## config.mk

```make
export PLATFORM = sky130hd
export DESIGN_NAME = ssds_stall_detect
export DESIGN_NICKNAME = d
export VERILOG_FILES = /design/src/hdl/ssds_pkg.sv /design/src/hdl/ssds_stall_detect.sv
export SDC_FILE = /design/constraint.sdc
export NUM_CORES = 1
export LEC_CHECK = 0
export BUFFER_PORTS_ARGS = -buffer_cell sky130_fd_sc_hd__buf_2
export CAP_MARGIN = 20
export CORE_MARGIN = 8
export CORE_UTILIZATION = 45
export DETAILED_ROUTE_END_ITERATION = 8
export GPL_TIMING_DRIVEN = 0
export PLACE_DENSITY_LB_ADDON = 0.2
export SKIP_CTS_REPAIR_TIMING = 1
export SYNTH_ARGS = -nofsm -noshare
export SYNTH_HDL_FRONTEND = slang
export SYNTH_SLANG_ARGS = --single-unit
```

## constraint.sdc

```tcl
create_clock -name ref_clk -period 3.5 [get_ports ref_clk]
set_input_delay 0.35 -clock ref_clk [delete_from_list [all_inputs] [get_ports ref_clk]]
set_output_delay 0.35 -clock ref_clk [all_outputs]
set_load 0.01 [all_outputs]
```

## src/hdl/ssds_pkg.sv

```systemverilog
// shared constants for the sensorless stall detect and stop block
package ssds_pkg;
    // register bus shape
    localparam int ADDR_W = 4;
    localparam int DATA_W = 32;
    // register offsets
    localparam logic [3:0] OFS_CONFIG  = 4'h0; // stop enable, filter, threshold
    localparam logic [3:0] OFS_VLOW    = 4'h1; // lower velocity bound
    localparam logic [3:0] OFS_VHIGH   = 4'h2; // upper velocity bound
    localparam logic [3:0] OFS_WAIT    = 4'h3; // standstill wait time, microseconds
    localparam logic [3:0] OFS_EVENT   = 4'h4; // motion event register, read clears
    localparam logic [3:0] OFS_MASK    = 4'h5; // interrupt mask
    localparam logic [3:0] OFS_DRVSTAT = 4'h6; // driver state register
    // config field positions
    localparam int CFG_STOP_BIT = 0;
    localparam int CFG_FILT_BIT = 1;
    localparam int CFG_THR_LSB  = 8;
    localparam int THR_W        = 7;
    // event and driver state fields
    localparam int EV_STALL_BIT = 0;
    localparam int EV_LOAD_BIT  = 1;
    localparam int EV_W         = 2;
    localparam int DS_STALL_BIT = 16;
    localparam int DS_WAIT_BIT  = 17;
    // measurement shape
    localparam int LOAD_W   = 10;
    localparam int VEL_W    = 24;
    localparam int WAIT_W   = 16;
    localparam int THR_SHIFT = 4;  // threshold step in load counts (log2)
    localparam logic [9:0] LOAD_MAX = 10'h3FF;
    localparam int FILT_LEN = 4;
    // reset values
    localparam logic [23:0] VLOW_RST  = 24'h000000;
    localparam logic [23:0] VHIGH_RST = 24'hFFFFFF;
    localparam logic [15:0] WAIT_RST  = 16'h0000;
    // timing: one microsecond tick from the 100 MHz clock
    localparam int CLK_NS     = 10;
    localparam int TICK_NS    = 1000;
    localparam int TICK_CYCLES = (TICK_NS + CLK_NS - 1) / CLK_NS;
    // stop sequencer states
    typedef enum logic [1:0] {
        ST_RUN  = 2'b00,
        ST_HALT = 2'b01,
        ST_WAIT = 2'b10
    } ssds_state_type;
endpackage

```

## src/hdl/ssds_stall_detect.sv

```systemverilog
// stall detection with automatic stop, load filter and register port
//
// Function
// - load result updated every full step, or every fourth step with the filter on
// - optional filter averages four successive measurements
// - stall with stop enabled halts, velocity zero
// - stall stop shown in driver state flag
// - event read clears; restart after standstill wait
// - clearing stop enable releases the halt
// - load reading zero counts as stall
// - stall threshold is a signed setting
// - velocity window bounds valid stall detection
// - load result unsigned, 0 to 1023
// - threshold up to +63, zero neutral
//
// The plain strobed port and the placing of the registers are this design's own decisions.
`timescale 1ns/1ns
module ssds_stall_detect
    import ssds_pkg::*;
(
    // clock and reset
    input  wire logic                      ref_clk,
    input  wire logic                      reset_n,
    // register port
    input  wire logic [ssds_pkg::ADDR_W-1:0] regAddr,
    input  wire logic [ssds_pkg::DATA_W-1:0] regWrData,
    input  wire logic                      regWr,
    input  wire logic                      regRd,
    output logic      [ssds_pkg::DATA_W-1:0] regRdData,
    // measurement front end, same clock
    input  wire logic                      fullStepStrobe,
    input  wire logic [ssds_pkg::LOAD_W-1:0] rawLoad,
    // ramp generator
    input  wire logic signed [ssds_pkg::VEL_W-1:0] presentVelocity,
    output logic                           rampHalt,
    output logic                           forceVelocityZero,
    // interrupt
    output logic                           irq
);
    import ssds_pkg::*;

    // configuration registers
    logic                    stopEn_r, stopEn_nxt;      // stop_on_stall_enable
    logic                    filtEn_r, filtEn_nxt;      // load filter enable
    logic signed [THR_W-1:0] thr_r, thr_nxt;            // stall_threshold
    logic [VEL_W-1:0]        vLow_r, vLow_nxt;          // lower velocity bound
    logic [VEL_W-1:0]        vHigh_r, vHigh_nxt;        // upper velocity bound
    logic [WAIT_W-1:0]       waitTime_r, waitTime_nxt;  // standstill_wait_time
    logic [EV_W-1:0]         mask_r, mask_nxt;          // interrupt mask
    logic [EV_W-1:0]         event_r, event_nxt;        // sticky events
    logic [DATA_W-1:0]       rdData_r, rdData_nxt;      // read data, one cycle late
    // measurement path
    logic [LOAD_W-1:0]       load_r, load_nxt;          // load_measurement result
    logic                    loadUpd_r, loadUpd_nxt;    // result just updated
    logic [LOAD_W+1:0]       acc_r, acc_nxt;            // filter accumulator
    logic [1:0]              phase_r, phase_nxt;        // filter sample index
    // stop sequencer
    ssds_state_type          state_r, state_nxt;
    logic [WAIT_W-1:0]       waitCnt_r, waitCnt_nxt;    // elapsed wait ticks
    logic [6:0]              tickCnt_r, tickCnt_nxt;    // microsecond divider
    logic                    tick;
    // helpers
    logic signed [12:0]      thrScaled, compVal;
    logic [LOAD_W-1:0]       compLoad;
    logic [VEL_W-1:0]        velMag;
    logic                    velOk, stallHit, evRead;
    logic                    waitStart;                 // halt released this cycle

    // microsecond enable divider; keeps the wait count narrow
    // restarted as the wait begins, so a stray early tick cannot cut the wait short
    always_comb begin
        waitStart   = (state_r == ST_HALT) && (!event_r[EV_STALL_BIT] || !stopEn_r);
        tick        = (tickCnt_r == 7'(TICK_CYCLES - 1));
        tickCnt_nxt = (tick || waitStart) ? 7'h00 : tickCnt_r + 7'h01;
    end

    // signed threshold shifts the reading; higher is less sensitive
    always_comb begin
        thrScaled = {{(13-THR_W-THR_SHIFT){thr_r[THR_W-1]}}, thr_r, 4'h0};
        compVal   = signed'({3'h0, rawLoad}) + thrScaled;
        if (compVal < 13'sh0000) begin
            compLoad = 10'h000;
        end else if (compVal > signed'({3'h0, LOAD_MAX})) begin
            compLoad = LOAD_MAX;
        end else begin
            compLoad = compVal[LOAD_W-1:0];
        end
    end

    // load update per full step, or every fourth step when filtered
    always_comb begin
        load_nxt    = load_r;
        loadUpd_nxt = 1'b0;
        acc_nxt     = acc_r;
        phase_nxt   = phase_r;
        if (fullStepStrobe) begin
            if (filtEn_r) begin
                // average of four keeps precision; stall response slows 4x
                if (phase_r == 2'(FILT_LEN - 1)) begin
                    load_nxt    = 10'((acc_r + {2'h0, compLoad}) >> 2);
                    loadUpd_nxt = 1'b1;
                    acc_nxt     = '0;
                    phase_nxt   = 2'h0;
                end else begin
                    acc_nxt   = acc_r + {2'h0, compLoad};
                    phase_nxt = phase_r + 2'h1;
                end
            end else begin
                load_nxt    = compLoad;
                loadUpd_nxt = 1'b1;
                acc_nxt     = '0;
                phase_nxt   = 2'h0;
            end
        end
    end

    // velocity window for a trusted reading
    always_comb begin
        velMag   = presentVelocity[VEL_W-1] ? VEL_W'(-presentVelocity) : presentVelocity;
        velOk    = (velMag >= vLow_r) && (velMag <= vHigh_r);
        stallHit = loadUpd_r && (load_r == 10'h000) && stopEn_r && velOk
                   && (state_r == ST_RUN);
        evRead   = regRd && (regAddr == OFS_EVENT);
    end

    // stop sequencer: halt on stall, release, then standstill wait
    always_comb begin
        state_nxt   = state_r;
        waitCnt_nxt = waitCnt_r;
        unique case (state_r)
            ST_RUN: begin
                if (stallHit) begin
                    state_nxt = ST_HALT;
                end
            end
            ST_HALT: begin
                // held until the event is read away or stop disabled
                if (waitStart) begin
                    state_nxt   = ST_WAIT;
                    waitCnt_nxt = '0;
                end
            end
            ST_WAIT: begin
                if (waitCnt_r >= waitTime_r) begin
                    state_nxt = ST_RUN;
                end else if (tick) begin
                    waitCnt_nxt = waitCnt_r + 16'h0001;
                end
            end
            default: begin
                state_nxt = ST_RUN;
            end
        endcase
    end

    // register writes, sticky events and read data
    always_comb begin
        stopEn_nxt   = stopEn_r;
        filtEn_nxt   = filtEn_r;
        thr_nxt      = thr_r;
        vLow_nxt     = vLow_r;
        vHigh_nxt    = vHigh_r;
        waitTime_nxt = waitTime_r;
        mask_nxt     = mask_r;
        rdData_nxt   = '0;
        event_nxt    = event_r;
        if (regWr) begin
            unique case (regAddr)
                OFS_CONFIG: begin
                    stopEn_nxt = regWrData[CFG_STOP_BIT];
                    filtEn_nxt = regWrData[CFG_FILT_BIT];
                    thr_nxt    = regWrData[CFG_THR_LSB +: THR_W];
                end
                OFS_VLOW:  vLow_nxt     = regWrData[VEL_W-1:0];
                OFS_VHIGH: vHigh_nxt    = regWrData[VEL_W-1:0];
                OFS_WAIT:  waitTime_nxt = regWrData[WAIT_W-1:0];
                OFS_MASK:  mask_nxt     = regWrData[EV_W-1:0];
                default: begin
                end
            endcase
        end
        if (regRd) begin
            unique case (regAddr)
                OFS_CONFIG: begin
                    rdData_nxt[CFG_STOP_BIT]              = stopEn_r;
                    rdData_nxt[CFG_FILT_BIT]              = filtEn_r;
                    rdData_nxt[CFG_THR_LSB +: THR_W]      = thr_r;
                end
                OFS_VLOW:  rdData_nxt[VEL_W-1:0]  = vLow_r;
                OFS_VHIGH: rdData_nxt[VEL_W-1:0]  = vHigh_r;
                OFS_WAIT:  rdData_nxt[WAIT_W-1:0] = waitTime_r;
                OFS_EVENT: rdData_nxt[EV_W-1:0]   = event_r;
                OFS_MASK:  rdData_nxt[EV_W-1:0]   = mask_r;
                OFS_DRVSTAT: begin
                    rdData_nxt[LOAD_W-1:0]  = load_r;
                    rdData_nxt[DS_STALL_BIT] = (state_r == ST_HALT);
                    rdData_nxt[DS_WAIT_BIT]  = (state_r == ST_WAIT);
                end
                default: begin
                end
            endcase
        end
        // clear on read first, so a same-cycle set survives
        if (evRead) begin
            event_nxt = '0;
        end
        if (stallHit) begin
            event_nxt[EV_STALL_BIT] = 1'b1;
        end
        if (loadUpd_r) begin
            event_nxt[EV_LOAD_BIT] = 1'b1;
        end
    end

    // state registers
    always_ff @(posedge ref_clk or negedge reset_n) begin
        if (!reset_n) begin
            stopEn_r   <= 1'b0;
            filtEn_r   <= 1'b0;
            thr_r      <= '0;
            vLow_r     <= VLOW_RST;
            vHigh_r    <= VHIGH_RST;
            waitTime_r <= WAIT_RST;
            mask_r     <= '0;
            event_r    <= '0;
            rdData_r   <= '0;
            load_r     <= LOAD_MAX;
            loadUpd_r  <= 1'b0;
            acc_r      <= '0;
            phase_r    <= 2'h0;
            state_r    <= ST_RUN;
            waitCnt_r  <= '0;
            tickCnt_r  <= 7'h00;
        end else begin
            stopEn_r   <= stopEn_nxt;
            filtEn_r   <= filtEn_nxt;
            thr_r      <= thr_nxt;
            vLow_r     <= vLow_nxt;
            vHigh_r    <= vHigh_nxt;
            waitTime_r <= waitTime_nxt;
            mask_r     <= mask_nxt;
            event_r    <= event_nxt;
            rdData_r   <= rdData_nxt;
            load_r     <= load_nxt;
            loadUpd_r  <= loadUpd_nxt;
            acc_r      <= acc_nxt;
            phase_r    <= phase_nxt;
            state_r    <= state_nxt;
            waitCnt_r  <= waitCnt_nxt;
            tickCnt_r  <= tickCnt_nxt;
        end
    end

    // outputs: halt covers the stop and the standstill wait
    assign regRdData         = rdData_r;
    assign rampHalt          = (state_r != ST_RUN);
    assign forceVelocityZero = (state_r != ST_RUN);
    assign irq               = |(event_r & mask_r);
endmodule // ssds_stall_detect

```

==> impl_metrics.tcl <==
set metrics [dict create \
    status "finished, violations left" \
    violations "hold timing, setup timing" \
    synth-seq-cells 151 \
    ant_nets 0 \
    finalHoldViolations 13 \
    dpl_worst_slack_ns -0.744 \
    cts.sinks 151 \
    grt_max_degree 90 \
    fp.dieW_um 161 \
    yosysSeqAreaShare_pct 40.5 \
    endpoint_kind "flip-flop" \
    drv_cap 0 \
    startpoint_type "input port" \
    rsz0062_at_grt "true" \
    crit_fanout 5 \
    via_per_inst 5.61 \
    path_cells "buf_8, or3_4, or4_4, or3_4, or4_4, o31ai_4, xnor2_2, buf_4, ha_1, nand4_1, nor2_1, o2111ai_1, a21oi_1, o21ai_2, o21ai_1" \
    final_nets 1238 \
    critical-path-max-stage-delay_ns 0.62 \
    fmax_mhz 271 \
    hold_class "in2async" \
    num_vias 7661 \
    finalWorstSetupSlack_ns -0.190 \
    cts_buffers 17 \
    drc 0 \
    netlist_area_um2 9420 \
    overflow 0 \
    grt_pass1_wl_um 40900 \
    crit_type "in2reg" \
    place_congestion 0.888 \
    antenna_found_initial 1 \
    syn_inst 942 \
    fin_crit_ns 3.69 \
    hold_slack_ns -0.0191 \
    setup_viol 6 \
    die-area_um2 25800 \
    arrival_ns 4.03 \
    drv_slew 0 \
    finalCritPeriodShare_pct 105 \
    async_reset_ff_share_pct 100 \
    ioPinCount 110 \
    p_total_mw 6.88 \
    initial_core_util_pct 45.4 \
    ir_worst_vdd_mv 0.489 \
    track_usage_pct 19.8 \
    die_h_um 161 \
    syn_avg_cell_area_um2 10.0 \
    wirelength_um 25900 \
    cts_tree "done" \
    fp.coreArea_um2 20800 \
    slew_headroom_pct 30.6 \
    synth_edf_count 0 \
    area_delta_synth_final_pct 20.0 \
    final_util_pct 54.5 \
    dr.pass1.iters 7 \
    path_clk_slew_ns 0.06 \
    drt_iter0_markers 446 \
    wl_per_cell_um 18.9 \
    crit_required_ns 3.84 \
    clkLatencyLatePin_ns 0.43 \
    clockBufferDepth 2 \
    yosysWarnings 0 \
    hpwl_um 19700 \
    grt_pass1_vias 7575 \
    skew_ns 0.00820 \
    htree_levels 4 \
    worst_pin_slew_ns 1.03 \
    cp_slowest_cell "or4_4" \
    p_per_area_nw_per_um2 608 \
    rows 53 \
    clock-root-buffer "clkbuf_16" \
    synth.distinct_cells 67 \
    drive_gt1_share_pct 28.8 \
    portBuffers 91 \
    ys.flop_type "dfrtp_1" \
    nFillCells 1868 \
    leakagePower_nw 5.12 \
]
cell usage after synthesis (7+ instances only):
cell type,number,share of area (%)
o211ai_1,7,0.56
o21ai_0,42,2.2
a21oi_1,61,3.2
mux2_2,75,9.0
nand4_1,13,0.86
o2bb2ai_1,9,0.84
nand2b_1,15,1.0
dfstp_2,34,9.5
ha_1,84,11
a21o_1,15,1.2
a22oi_1,37,2.9
xnor2_1,27,2.5
nand2_1,56,2.2
nor2b_1,10,0.66
inv_1,85,3.4
dfrtp_1,117,31
or4_1,11,0.88
o31ai_1,15,1.2
buf_4,9,0.72
nand3_1,15,0.80
nor2_1,49,2.0
clkbuf_1,29,1.2
xor2_1,11,1.0
and3_1,8,0.53
path summary, 6_finish.rpt:
path / from / end / slack [ns] / depth (start not counted)
min: reset_n / vLow_r[2] / -0.02 / 1
max in group asynchronous: reset_n / load_r[1] / 2.70 / 2
min in group ref_clk: regWrData[22] / vHigh_r[22] / 0.16 / 2
max: presentVelocity[3] / state_r[0] / -0.19 / 15
max reg2reg: thr_r[0] / acc_r[10] / -0.19 / 16
min reg2reg: tickCnt_r[0] / tickCnt_r[0] / 0.46 / 1
cell type report:
type / count / area (µm²) / area share, %
clock inverter: 11 / 101 / 0.896
antenna: 1 / 2.50 / 0.0221
timing repair buffer: 109 / 644 / 5.70
clock buffer: 21 / 460 / 4.07
inverter: 85 / 319 / 2.82
sequential: 151 / 3820 / 33.8
buffer: 39 / 191 / 1.69
tap: 275 / 344 / 3.04
multi-input combinational: 674 / 5430 / 48.0
per-stage QoR:
step	setup TNS, ns	cell area, µm²	cells
2_1_floorplan	-0.101	9480	949
6_report	-0.704	11300	1366
5_1_grt	-1.86	11300	1366
3_3_place_gp	-35.86	10300	1315
4_1_cts	-7.32	10900	1348
3_5_place_dp	-7.93	10300	1316
placed cells by master, fill, tap and decap left out, types with 6 or more instances in the layout:
master	synthesis	routed
dfstp_2	34	34
nor2_1	49	47
o21ai_0	42	31
nand2_1	56	56
nor2b_1	10	10
nand2b_1	15	14
o211ai_1	7	7
a21oi_1	61	58
clkbuf_1	29	30
xor2_1	11	11
inv_1	85	84
dfrtp_1	117	117
o2bb2ai_1	9	9
ha_1	84	79
buf_4	9	23
a22oi_1	37	36
mux2i_1	6	6
buf_2	0	88
or3_1	6	6
o21ai_1	4	8
conb_1	1	8
nor3_1	6	6
xnor2_1	27	25
or4_1	11	11
a21o_1	15	15
mux2_2	75	75
nand3_1	15	15
nand4_1	13	13
and3_1	8	8
o31ai_1	15	11
clkbuf_16	0	17
clkinvlp_4	0	7
cell families after synthesis:
family                     Yosys count  synth area share [%]
xor gates and xnor gates            38                  3.53
muxes                               81                  9.60
and+or+nand+nor                    219                  12.2
adders and majority gates           86                  11.6
AOI/OAI and AO/OA                  242                  17.2
other                                1                0.0398
buffers and inverters              124                  5.30
DFF                                151                  40.5
worst max-delay path: cells and delay by family:
| family | cells | cell delay (ns) |
|---|---|---|
| adders and majority gates | 1 | 0.28 |
| xor gates and xnor gates | 1 | 0.12 |
| AOI/OAI and AO/OA | 5 | 0.87 |
| buffers and inverters | 2 | 0.23 |
| and+or+nand+nor | 6 | 2.16 |
routing by layer:
metal  part of all wire [%]  GRT usage (%)
met1                     46           25.9
met2                     47           32.1
met3                    4.4           3.74
met4                    2.3           7.79
met5                      0              0
where the power goes:
| part | internal, mW | total [mW] | switching (mW) |
|---|---|---|---|
| Clock | 1.01 | 1.76 | 0.751 |
| Sequential | 2.19 | 2.53 | 0.341 |
| Combinational | 1.17 | 2.58 | 1.41 |
registers in the layout, indices dropped and copies added (netlist names), 2 cells and up:
name,count
acc_r,12
event_r,2
load_r,10
mask_r,2
phase_r,2
regRdData,24
state_r,2
thr_r,7
tickCnt_r,7
vHigh_r,24
vLow_r,24
waitCnt_r,16
waitTime_r,16
Note: power is estimated with default switching activity, not from simulation.
